--- config.mk ---
export PLATFORM = sky130hd
export DESIGN_NAME = ihsr_core
export DESIGN_NICKNAME = d
export VERILOG_FILES = /design/src/ihsr_core.v
export VERILOG_INCLUDE_DIRS = /design/src /design/src/src
export SDC_FILE = /design/constraint.sdc
export NUM_CORES = 1
export LEC_CHECK = 0
export BUFFER_PORTS_ARGS = -buffer_cell sky130_fd_sc_hd__buf_2
export CAP_MARGIN = 20
export CELL_PAD_IN_SITES_DETAIL_PLACEMENT = 0
export CELL_PAD_IN_SITES_GLOBAL_PLACEMENT = 1
export CORE_MARGIN = 2
export CORE_UTILIZATION = 47
export DETAILED_ROUTE_END_ITERATION = 16
export GPL_TIMING_DRIVEN = 0
export PLACE_DENSITY_LB_ADDON = 0.1
export SETUP_SLACK_MARGIN = 0.05
export SLEW_MARGIN = 20
export SYNTH_ARGS = -nofsm -noshare
export SYNTH_HDL_FRONTEND = slang
export SYNTH_SLANG_ARGS = --single-unit
export TNS_END_PERCENT = 30
--- constraint.sdc ---
create_clock -name MCLK_I -period 3.7 [get_ports MCLK_I]
set_input_delay 0.74 -clock MCLK_I [delete_from_list [all_inputs] [get_ports MCLK_I]]
set_output_delay 0.74 -clock MCLK_I [all_outputs]
set_load 0.01 [all_outputs]
--- src/ihsr_map.vh ---
// Register map, field positions, reset values and mode codes of the I2C host
// start/restart controller. Assumes an 8-bit register port and a 100 MHz MCLK_I.
// How it works
// - Host logic runs only with host mode code selected and the port enabled.
// - Hardware pulls SDA or SCL low through output enables when needed.
// - Start-seen and stop-seen clear on reset and while the port is disabled.
// - Firmware mode: only start/stop detection runs; software drives both lines.
// - Interrupt flag sets on start, stop, byte, acknowledge and repeated start.
// - No queuing: buffer write before a start completes is dropped, flags collision.
// - Own start/stop detection suspended while generating; flag set at completion.
// - Repeated start ends a transfer and keeps the bus owned, SCL low.
// - First byte after start is seven-bit address plus direction bit.
// - Eight bits per byte, host drives SCL, receiver acknowledges every byte.
// - Released SCL stalls baud generator until sampled high, then reloads.
// - Buffer write during any sequence is dropped and sets write collision.
// - Low five bits of second control register ignored until start completes.
// - Start: both lines high, load generator; at timeout pull SDA low, flag start.
// - Reload after SDA low; at timeout clear start request, keep SDA low.
// - Lines low at start or SCL low before SDA driven: collision, abort, idle.
// - Repeated-start request accepted only while the host machine is inactive.
// - Restart: SCL low, release SDA, count; SDA high releases SCL; high period.
// - Then SDA low one period, SCL low, clear request without reloading; the code reloads the generator on its return to idle.
// - Restart: start-seen set on detection; interrupt only after timeout.
// - Restart collision: SDA low when SCL rises, or SCL falls before SDA low.
`ifndef IHSR_MAP_VH
`define IHSR_MAP_VH

// --------------------------------------------------------------------------
// Register offsets
// --------------------------------------------------------------------------
`define IHSR_OFF_CTL1 8'h00
`define IHSR_OFF_CTL2 8'h04
`define IHSR_OFF_STAT 8'h08
`define IHSR_OFF_BAUD 8'h0c
`define IHSR_OFF_BUF 8'h10

// --------------------------------------------------------------------------
// First control register fields
// --------------------------------------------------------------------------
`define IHSR_C1_MODE_HI 3
`define IHSR_C1_MODE_LO 0
`define IHSR_C1_FW_SCL 4
`define IHSR_C1_EN 5
`define IHSR_C1_FW_SDA 6
`define IHSR_C1_WRITE_COLLISION_FLAG 7

// --------------------------------------------------------------------------
// Second control register fields
// --------------------------------------------------------------------------
`define IHSR_C2_START 0
`define IHSR_C2_RSTART 1
`define IHSR_C2_STOP 2
`define IHSR_C2_RX 3
`define IHSR_C2_ACKEN 4
`define IHSR_C2_ACKDATA 5
`define IHSR_C2_ACKSTAT 6

// --------------------------------------------------------------------------
// Status register fields
// --------------------------------------------------------------------------
`define IHSR_ST_START 0
`define IHSR_ST_STOP 1
`define IHSR_ST_IRQ 2
`define IHSR_ST_BCOL 3
`define IHSR_ST_FULL 4
`define IHSR_ST_BUSY 5

// --------------------------------------------------------------------------
// Mode codes, reset values, byte framing
// --------------------------------------------------------------------------
`define IHSR_MODE_HOST 4'h8
`define IHSR_MODE_FW 4'hb
`define IHSR_RST_BAUD 8'h04
`define IHSR_BITS_TX 4'h9
`define IHSR_BITS_RX 4'h8
`define IHSR_BITS_ACK 4'h1

`endif

--- src/ihsr_core.v ---
// I2C host controller: start, repeated start, stop, byte shift and acknowledge
// generation with collision checks and start/stop detection.
// Assumes open-drain SDA/SCL resolved outside; pins are asynchronous to MCLK_I.
`timescale 1ns/1ns
`include "ihsr_map.vh"

module ihsr_core (
	input wire MCLK_I,
	input wire RST_I,
	input wire [7:0] ADDR_I,
	input wire [7:0] WDATA_I,
	input wire WR_I,
	input wire RD_I,
	output reg [7:0] RDATA_O,
	input wire SDA_I,
	input wire SCL_I,
	output reg SDA_O,
	output reg SDA_OE_O,
	output reg SCL_O,
	output reg SCL_OE_O
);

	// --------------------------------------------------------------------
	// States
	// --------------------------------------------------------------------
	localparam [11:0] S_IDLE = 12'h001;
	localparam [11:0] S_ST1 = 12'h002;
	localparam [11:0] S_ST2 = 12'h004;
	localparam [11:0] S_RS1 = 12'h008;
	localparam [11:0] S_RS2 = 12'h010;
	localparam [11:0] S_RS3 = 12'h020;
	localparam [11:0] S_BLO = 12'h040;
	localparam [11:0] S_BHI = 12'h080;
	localparam [11:0] S_SP1 = 12'h100;
	localparam [11:0] S_SP2 = 12'h200;
	localparam [11:0] S_SP3 = 12'h400;

	// --------------------------------------------------------------------
	// Storage
	// --------------------------------------------------------------------
	reg [3:0] port_mode_select;
	reg port_enable_bit;
	reg fw_scl_low;
	reg fw_sda_low;
	reg write_collision_flag;
	reg start_request;
	reg repeat_start_request;
	reg stop_request;
	reg rx_request;
	reg ack_request;
	reg ack_data;
	reg ack_status;
	reg start_seen;
	reg stop_seen;
	reg port_irq_flag;
	reg bus_collision_flag;
	reg buf_full;
	reg tx_go;
	reg [7:0] address_baud_register;
	reg [7:0] shift_buffer;
	reg [8:0] shreg;
	reg [3:0] bits_left;
	reg [7:0] baud_generator;
	reg [11:0] state;
	reg [11:0] next_state;
	reg wait_ok;
	reg coll;
	reg sda_m;
	reg sda_s;
	reg sda_p;
	reg scl_m;
	reg scl_s;
	reg scl_p;

	wire host_on;
	wire fw_on;
	wire tmo;
	wire busy;
	wire gen_req;
	wire det_start;
	wire det_stop;
	wire wr_ctl1;
	wire wr_ctl2;
	wire wr_stat;
	wire wr_baud;
	wire wr_buf;
	wire [8:0] shnext;

	// Host and firmware modes both need the port enabled
	assign host_on = port_enable_bit && (port_mode_select == `IHSR_MODE_HOST);
	assign fw_on = port_enable_bit && (port_mode_select == `IHSR_MODE_FW);
	assign busy = (state != S_IDLE) || start_request || repeat_start_request ||
		stop_request || rx_request || ack_request || tx_go;
	// Detection is blind to our own start/stop generation
	assign gen_req = start_request || stop_request;
	assign det_start = (host_on || fw_on) && !gen_req && scl_p && scl_s && sda_p && !sda_s;
	assign det_stop = (host_on || fw_on) && !gen_req && scl_p && scl_s && !sda_p && sda_s;
	assign tmo = wait_ok && (baud_generator == 8'h00);
	assign wr_ctl1 = WR_I && (ADDR_I == `IHSR_OFF_CTL1);
	assign wr_ctl2 = WR_I && (ADDR_I == `IHSR_OFF_CTL2);
	assign wr_stat = WR_I && (ADDR_I == `IHSR_OFF_STAT);
	assign wr_baud = WR_I && (ADDR_I == `IHSR_OFF_BAUD);
	assign wr_buf = WR_I && (ADDR_I == `IHSR_OFF_BUF);
	// Sampled SDA enters at the bottom, next bit to send leaves at the top
	assign shnext = {shreg[7:0], sda_s};

	// --------------------------------------------------------------------
	// Pin synchronisers
	// --------------------------------------------------------------------
	// Two stages per pin; the third copy only feeds edge detection
	always @(posedge MCLK_I or posedge RST_I) begin
		if (RST_I) begin
			sda_m <= 1'b1;
			sda_s <= 1'b1;
			sda_p <= 1'b1;
			scl_m <= 1'b1;
			scl_s <= 1'b1;
			scl_p <= 1'b1;
		end else begin
			sda_m <= SDA_I;
			sda_s <= sda_m;
			sda_p <= sda_s;
			scl_m <= SCL_I;
			scl_s <= scl_m;
			scl_p <= scl_s;
		end
	end

	// --------------------------------------------------------------------
	// Sequencer next state and counting condition
	// --------------------------------------------------------------------
	// wait_ok low holds the baud generator at its reload value
	always @* begin
		next_state = state;
		wait_ok = 1'b0;
		coll = 1'b0;
		case (state)
			S_IDLE: begin
				if (host_on) begin
					if (start_request)
						next_state = S_ST1;
					else if (repeat_start_request)
						next_state = S_RS1;
					else if (stop_request)
						next_state = S_SP1;
					else if (rx_request || ack_request || tx_go)
						next_state = S_BLO;
				end
			end
			S_ST1: begin
				wait_ok = sda_s && scl_s;
				coll = !(sda_s && scl_s);
				if (tmo)
					next_state = S_ST2;
			end
			S_ST2: begin
				wait_ok = 1'b1;
				if (tmo)
					next_state = S_IDLE;
			end
			S_RS1: begin
				wait_ok = !scl_s;
				coll = tmo && !sda_s;
				if (tmo)
					next_state = S_RS2;
			end
			S_RS2: begin
				wait_ok = scl_s;
				coll = (scl_s && !sda_s) || (scl_p && !scl_s);
				if (tmo)
					next_state = S_RS3;
			end
			S_RS3: begin
				wait_ok = 1'b1;
				if (tmo)
					next_state = S_IDLE;
			end
			S_BLO: begin
				wait_ok = 1'b1;
				if (tmo)
					next_state = S_BHI;
			end
			S_BHI: begin
				wait_ok = scl_s;
				if (tmo && (bits_left == 4'h1))
					next_state = S_IDLE;
				else if (tmo)
					next_state = S_BLO;
			end
			S_SP1: begin
				wait_ok = 1'b1;
				if (tmo)
					next_state = S_SP2;
			end
			S_SP2: begin
				wait_ok = scl_s;
				if (tmo)
					next_state = S_SP3;
			end
			S_SP3: begin
				wait_ok = 1'b1;
				if (tmo)
					next_state = S_IDLE;
			end
			default: begin
				next_state = S_IDLE;
			end
		endcase
		if (coll || !host_on)
			next_state = S_IDLE;
	end

	// --------------------------------------------------------------------
	// Baud generator
	// --------------------------------------------------------------------
	// Reloads on every state change and while stalled, so a stretched SCL
	// still gets a full high period after it is finally seen high
	always @(posedge MCLK_I or posedge RST_I) begin
		if (RST_I)
			baud_generator <= `IHSR_RST_BAUD;
		else if ((next_state != state) || !wait_ok)
			baud_generator <= address_baud_register;
		else if (baud_generator != 8'h00)
			baud_generator <= baud_generator - 8'h01;
	end

	// --------------------------------------------------------------------
	// Registers, flags and pin drive
	// --------------------------------------------------------------------
	// Software effects come first; hardware sets follow so a set wins
	always @(posedge MCLK_I or posedge RST_I) begin
		if (RST_I) begin
			state <= S_IDLE;
			port_mode_select <= 4'h0;
			port_enable_bit <= 1'b0;
			fw_scl_low <= 1'b0;
			fw_sda_low <= 1'b0;
			write_collision_flag <= 1'b0;
			start_request <= 1'b0;
			repeat_start_request <= 1'b0;
			stop_request <= 1'b0;
			rx_request <= 1'b0;
			ack_request <= 1'b0;
			ack_data <= 1'b0;
			ack_status <= 1'b0;
			start_seen <= 1'b0;
			stop_seen <= 1'b0;
			port_irq_flag <= 1'b0;
			bus_collision_flag <= 1'b0;
			buf_full <= 1'b0;
			tx_go <= 1'b0;
			address_baud_register <= `IHSR_RST_BAUD;
			shift_buffer <= 8'h00;
			shreg <= 9'h1ff;
			bits_left <= 4'h0;
			SDA_O <= 1'b0;
			SCL_O <= 1'b0;
			SDA_OE_O <= 1'b0;
			SCL_OE_O <= 1'b0;
			RDATA_O <= 8'h00;
		end else begin
			state <= next_state;
			SDA_O <= 1'b0;
			SCL_O <= 1'b0;
			// Software writes
			if (wr_ctl1) begin
				port_mode_select <= WDATA_I[`IHSR_C1_MODE_HI:`IHSR_C1_MODE_LO];
				port_enable_bit <= WDATA_I[`IHSR_C1_EN];
				fw_scl_low <= WDATA_I[`IHSR_C1_FW_SCL];
				fw_sda_low <= WDATA_I[`IHSR_C1_FW_SDA];
				// Writing zero clears the collision flag
				if (!WDATA_I[`IHSR_C1_WRITE_COLLISION_FLAG])
					write_collision_flag <= 1'b0;
			end
			// Requests are taken only while nothing runs; one write may set several
			if (wr_ctl2) begin
				ack_data <= WDATA_I[`IHSR_C2_ACKDATA];
				if (host_on && !busy) begin
					start_request <= WDATA_I[`IHSR_C2_START];
					repeat_start_request <= WDATA_I[`IHSR_C2_RSTART];
					stop_request <= WDATA_I[`IHSR_C2_STOP];
					rx_request <= WDATA_I[`IHSR_C2_RX];
					ack_request <= WDATA_I[`IHSR_C2_ACKEN];
				end
			end
			// Interrupt and bus collision flags clear by writing one
			if (wr_stat) begin
				if (WDATA_I[`IHSR_ST_IRQ])
					port_irq_flag <= 1'b0;
				if (WDATA_I[`IHSR_ST_BCOL])
					bus_collision_flag <= 1'b0;
			end
			if (wr_baud)
				address_baud_register <= WDATA_I;
			// Buffer write starts a byte only from idle
			if (wr_buf) begin
				if (busy || !host_on) begin
					write_collision_flag <= 1'b1;
				end else begin
					shift_buffer <= WDATA_I;
					tx_go <= 1'b1;
				end
			end
			// Buffer read frees the buffer
			if (RD_I && (ADDR_I == `IHSR_OFF_BUF))
				buf_full <= 1'b0;
			// Bus start/stop detection, also live during a repeated start
			// A repeated start of our own flags only when its count runs out
			if (det_start) begin
				start_seen <= 1'b1;
				stop_seen <= 1'b0;
				if (!repeat_start_request)
					port_irq_flag <= 1'b1;
			end
			if (det_stop) begin
				stop_seen <= 1'b1;
				start_seen <= 1'b0;
				port_irq_flag <= 1'b1;
			end
			// Sequencer actions
			case (state)
				S_IDLE: begin
					if (next_state == S_BLO) begin
						SCL_OE_O <= 1'b1;
						if (tx_go) begin
							// Buffer byte then ack slot from the receiver
							shreg <= {shift_buffer, 1'b1};
							bits_left <= `IHSR_BITS_TX;
							SDA_OE_O <= !shift_buffer[7];
						end else if (rx_request) begin
							shreg <= 9'h1ff;
							bits_left <= `IHSR_BITS_RX;
							SDA_OE_O <= 1'b0;
						end else begin
							shreg <= {ack_data, 8'hff};
							bits_left <= `IHSR_BITS_ACK;
							SDA_OE_O <= !ack_data;
						end
					end else if (next_state == S_RS1) begin
						SCL_OE_O <= 1'b1;
						SDA_OE_O <= 1'b0;
					end else if (next_state == S_SP1) begin
						SCL_OE_O <= 1'b1;
						SDA_OE_O <= 1'b1;
					end
				end
				S_ST1: begin
					if (tmo) begin
						SDA_OE_O <= 1'b1;
						start_seen <= 1'b1;
						stop_seen <= 1'b0;
					end
				end
				S_ST2: begin
					if (tmo) begin
						start_request <= 1'b0;
						port_irq_flag <= 1'b1;
					end
				end
				S_RS1: begin
					if (tmo && sda_s)
						SCL_OE_O <= 1'b0;
				end
				S_RS2: begin
					if (tmo && !coll)
						SDA_OE_O <= 1'b1;
				end
				S_RS3: begin
					if (tmo) begin
						// Bus stays owned: SCL held low, SDA low
						SCL_OE_O <= 1'b1;
						repeat_start_request <= 1'b0;
						port_irq_flag <= 1'b1;
					end
				end
				S_BLO: begin
					if (tmo)
						SCL_OE_O <= 1'b0;
				end
				S_BHI: begin
					if (tmo) begin
						SCL_OE_O <= 1'b1;
						shreg <= shnext;
						bits_left <= bits_left - 4'h1;
						if (bits_left == 4'h1) begin
							port_irq_flag <= 1'b1;
							if (tx_go) begin
								tx_go <= 1'b0;
								ack_status <= sda_s;
								SDA_OE_O <= 1'b0;
							end else if (rx_request) begin
								rx_request <= 1'b0;
								shift_buffer <= shnext[7:0];
								buf_full <= 1'b1;
							end else begin
								ack_request <= 1'b0;
								SDA_OE_O <= 1'b0;
							end
						end else begin
							SDA_OE_O <= !shreg[7];
						end
					end
				end
				S_SP1: begin
					if (tmo)
						SCL_OE_O <= 1'b0;
				end
				S_SP2: begin
					if (tmo)
						SDA_OE_O <= 1'b0;
				end
				S_SP3: begin
					if (tmo) begin
						stop_request <= 1'b0;
						stop_seen <= 1'b1;
						start_seen <= 1'b0;
						port_irq_flag <= 1'b1;
					end
				end
				default: begin
					SDA_OE_O <= 1'b0;
				end
			endcase
			// Collision: flag it, drop the sequence, let go of both lines
			if (coll) begin
				bus_collision_flag <= 1'b1;
				start_request <= 1'b0;
				repeat_start_request <= 1'b0;
				SDA_OE_O <= 1'b0;
				SCL_OE_O <= 1'b0;
			end
			// Firmware mode hands the lines straight to software
			if (fw_on) begin
				SDA_OE_O <= fw_sda_low;
				SCL_OE_O <= fw_scl_low;
			end else if (!host_on) begin
				SDA_OE_O <= 1'b0;
				SCL_OE_O <= 1'b0;
				start_request <= 1'b0;
				repeat_start_request <= 1'b0;
				stop_request <= 1'b0;
				rx_request <= 1'b0;
				ack_request <= 1'b0;
				tx_go <= 1'b0;
			end
			// A disabled port forgets what it saw on the bus
			if (!port_enable_bit) begin
				start_seen <= 1'b0;
				stop_seen <= 1'b0;
			end
			// Read data, valid in the cycle after the strobe
			if (RD_I) begin
				case (ADDR_I)
					`IHSR_OFF_CTL1:
						RDATA_O <= {write_collision_flag, fw_sda_low, port_enable_bit,
							fw_scl_low, port_mode_select};
					`IHSR_OFF_CTL2:
						RDATA_O <= {1'b0, ack_status, ack_data, ack_request, rx_request,
							stop_request, repeat_start_request, start_request};
					`IHSR_OFF_STAT:
						RDATA_O <= {2'b00, busy, buf_full, bus_collision_flag,
							port_irq_flag, stop_seen, start_seen};
					`IHSR_OFF_BAUD:
						RDATA_O <= address_baud_register;
					`IHSR_OFF_BUF:
						RDATA_O <= shift_buffer;
					default:
						RDATA_O <= 8'h00;
				endcase
			end else begin
				RDATA_O <= 8'h00;
			end
		end
	end

endmodule

==> results.py <==
metrics = {
    "flow_run": {
        "maxCapViolCount": 0,
    },
    "grt": {
        "overflow": 0,
        "antenna_found_initial": 0,
        "grt_pass1_wl_um": 23580,
        "grtUsageTotal_pct": 26.71,
        "grt_pass1_vias": 4349,
        "grt_max_degree": 55,
    },
    "place": {
        "io_buffer_count": 28,
        "hpwl_um": 10650,
        "place_ws_ns": -0.1367,
        "place_congestion": 0.8963,
        "post_dp_cell_area_um2": 5376,
        "dpl.cell_count": 707,
    },
    "clock_network": {
        "cts_tree": "yes",
        "clock_tree.buffer_depth": 2,
        "cts_root_buf": "clkbuf_8",
        "cts.hold.buffers_added": 0,
        "clk_pin_slew_ns": 0.08,
        "clock_latency_ns": 0.37,
        "cts_buffers": 9,
        "ctsHtreeMaxLevel": 3,
        "post-cts-setup-buffer-count": 0,
        "cts_num_sinks": 85,
    },
    "finish": {
        "regArea_um2": 2148,
        "multiInputGateArea_um2": 2709,
        "final_cell_mix": "68 x dfrtp_1, 50 x nor2_1, 43 x o21ai_0",
        "syn_to_final_growth_pct": 10.86,
        "antenna_cells": 0,
        "layout-drive-gt1-share_pct": 21.64,
        "final_util_pct": 53.84,
        "final_common_cell": "dfrtp_1",
        "fin_nets": 607,
        "final_cells": 723,
        "fin_area_um2": 5583,
        "num-fill-cells": 1014,
    },
    "sta": {
        "tns_ns": 0,
        "slew_violations": 0,
        "relSlewSlack_pct": 41.87,
        "tightestPinTransition_ns": 0.8701,
        "hold_viol": 0,
        "period_needed_ns": 3.505,
        "fin_ws_ns": 0.1954,
        "fin_crit_sh_pct": 94.72,
        "rsz0062_at_grt": "no",
        "max_freq_mhz": 285.3,
        "finClkSkew_ns": 0.01346,
        "whs_ns": 0.3595,
        "setup_violations": 0,
    },
    "power": {
        "ir_worst_vdd_mv": 0.2513,
        "leakage_nw": 2.388,
        "powerDensity_nw_per_um2": 307.7,
        "power.total_mw": 1.718,
    },
    "die": {
        "fp.dieH_um": 107.5,
        "io-pin-count": 34,
        "die_w_um": 107.5,
        "fp-row-count": 37,
        "initial_utilization_pct": 48.56,
        "die-area_um2": 11560,
        "core-area_um2": 10370,
    },
    "synthesis": {
        "ys_ff_latch": 85,
        "synth.distinct_cells": 78,
        "synth.yosys.seq_area_share_pct": 42.66,
        "syn_area_per_cell_um2": 9.326,
        "synth_ff_type": "dfrtp_1",
        "syn_area_um2": 5036,
        "async_flop_share_pct": 100.0,
        "syn_inst": 540,
        "yosysWarnings": 0,
        "synth_edf_count": 0,
    },
    "critical_path": {
        "cp_max_fo": 8,
        "cp-start-kind": "flip-flop",
        "criticalPathCategory": "reg -> reg",
        "end_kind": "flip-flop",
        "arrival_ns": 3.76,
        "crit_required_ns": 3.96,
    },
    "run_status": {
        "status": "finished, final reports clean",
    },
    "detailed_routing": {
        "ant_nets": 0,
        "drc": 0,
        "dr.pass1.iters": 5,
        "vias": 4408,
        "vias_per_cell": 6.097,
        "postRouteWirelength_um": 14440,
        "wl_per_cell_um": 19.98,
        "drt_iter0_markers": 428,
    },
    "hold_path": {
        "min_path_type": "reg -> reg",
    },
}
[Yosys cell counts (3+ instances only)]
cell type | count | area share, %
xor2_1 | 5 | 0.87
nor4_1 | 7 | 0.87
nor3b_1 | 4 | 0.60
mux2_2 | 19 | 4.2
a222oi_1 | 4 | 0.80
ha_1 | 3 | 0.75
or2_2 | 3 | 0.37
a21o_1 | 5 | 0.75
nor2b_1 | 9 | 1.1
nor3_1 | 22 | 2.2
nand2_1 | 42 | 3.1
a31oi_1 | 4 | 0.50
nand3b_1 | 9 | 1.3
inv_1 | 18 | 1.3
dfrtp_1 | 68 | 34
nand3_1 | 16 | 1.6
dfstp_2 | 17 | 8.9
clkbuf_1 | 24 | 1.8
o21bai_1 | 3 | 0.45
or4_1 | 4 | 0.60
nand4_1 | 10 | 1.2
xnor2_1 | 4 | 0.70
a32oi_1 | 3 | 0.52
or3_1 | 3 | 0.37
nor2_1 | 51 | 3.8
and2_1 | 3 | 0.37
mux2_4 | 7 | 2.1
and3_1 | 6 | 0.75
a21oi_1 | 33 | 3.3
a211oi_1 | 3 | 0.45
o21ai_0 | 43 | 4.3
buf_2 | 6 | 0.60
a22oi_1 | 3 | 0.45
mux2i_1 | 17 | 3.4
[registers in the layout, indices dropped and copies added, names as in the netlist, 4 cells and up]
| name | flops |
|---|---|
| state | 12 |
| RDATA_O | 8 |
| address_baud_register | 8 |
| baud_generator | 8 |
| shift_buffer | 8 |
| shreg | 8 |
| bits_left | 4 |
| port_mode_select | 4 |
[layer usage]
| layer | up-vias | share of wire [%] | wire length, µm | global-route usage, % |
|---|---|---|---|---|
| met3 | 23 | 6.7 | 963 | 4.298 |
| met5 | - | 0 | 0 | 0 |
| met2 | 156 | 45 | 6524 | 40.16 |
| met4 | 0 | 1.9 | 271 | 9.432 |
| li1 | 2058 | - | - | - |
| met1 | 2171 | 46 | 6685 | 39.07 |
[report_power, final]
group | internal, mW | switching (mW) | total, mW
Sequential | 0.952 | 0.0193 | 0.971
Combinational | 0.0616 | 0.0967 | 0.158
Clock | 0.243 | 0.346 | 0.589
[final cells by class]
| type | instances | share of cell area, % |
|---|---|---|
| buffer | 36 | 2.958 |
| clock buffer | 12 | 2.420 |
| clock inverter | 4 | 0.4482 |
| inverter | 18 | 1.255 |
| multi-input combinational | 403 | 48.52 |
| sequential | 85 | 38.48 |
| tap | 136 | 3.048 |
| timing repair buffer | 29 | 2.869 |
[final timing paths]
path	startpoint	to	slack [ns]	cells after the start
setup / recovery	state[10]	baud_generator[0]	0.20	10
setup reg to reg	state[10]	baud_generator[0]	0.20	10
hold reg to reg	scl_m	scl_s	0.36	0
min in group asynchronous	RST_I	shift_buffer[6]	0.47	2
hold / removal	scl_m	scl_s	0.36	0
max in group asynchronous	RST_I	address_baud_register[2]	2.55	3
[logic make-up (layout without fill, tap and decap cells)]
group / after synthesis / in the layout / synth area share [%]
DFF: 85 / 85 / 42.66
muxes: 44 / 44 / 10.16
buffers and inverters: 54 / 99 / 4.621
xor gates and xnor gates: 9 / 9 / 1.565
adders and majority gates: 3 / 3 / 0.7454
and+or+nand+nor: 210 / 210 / 22.46
AOI/OAI and AO/OA: 134 / 134 / 17.71
other: 1 / 3 / 0.07446
[worst max-delay path: stages, from the launching register on]
cell,delay [ns]
dfrtp_1,0.37
clkbuf_1,0.22
or4_4,0.53
buf_6,0.16
nor2_4,0.16
or4b_4,0.53
a31oi_4,0.29
o22ai_1,0.18
o2111a_2,0.21
o211ai_4,0.39
mux2_4,0.34
[repair_timing]
action                                  CTS  global route
pin swaps                                 0             0
gates resized for setup                   2             4
endpoints found under the hold margin     0             0
endpoints found under the setup margin    8            21
Note: power is estimated with default switching activity, not from simulation.
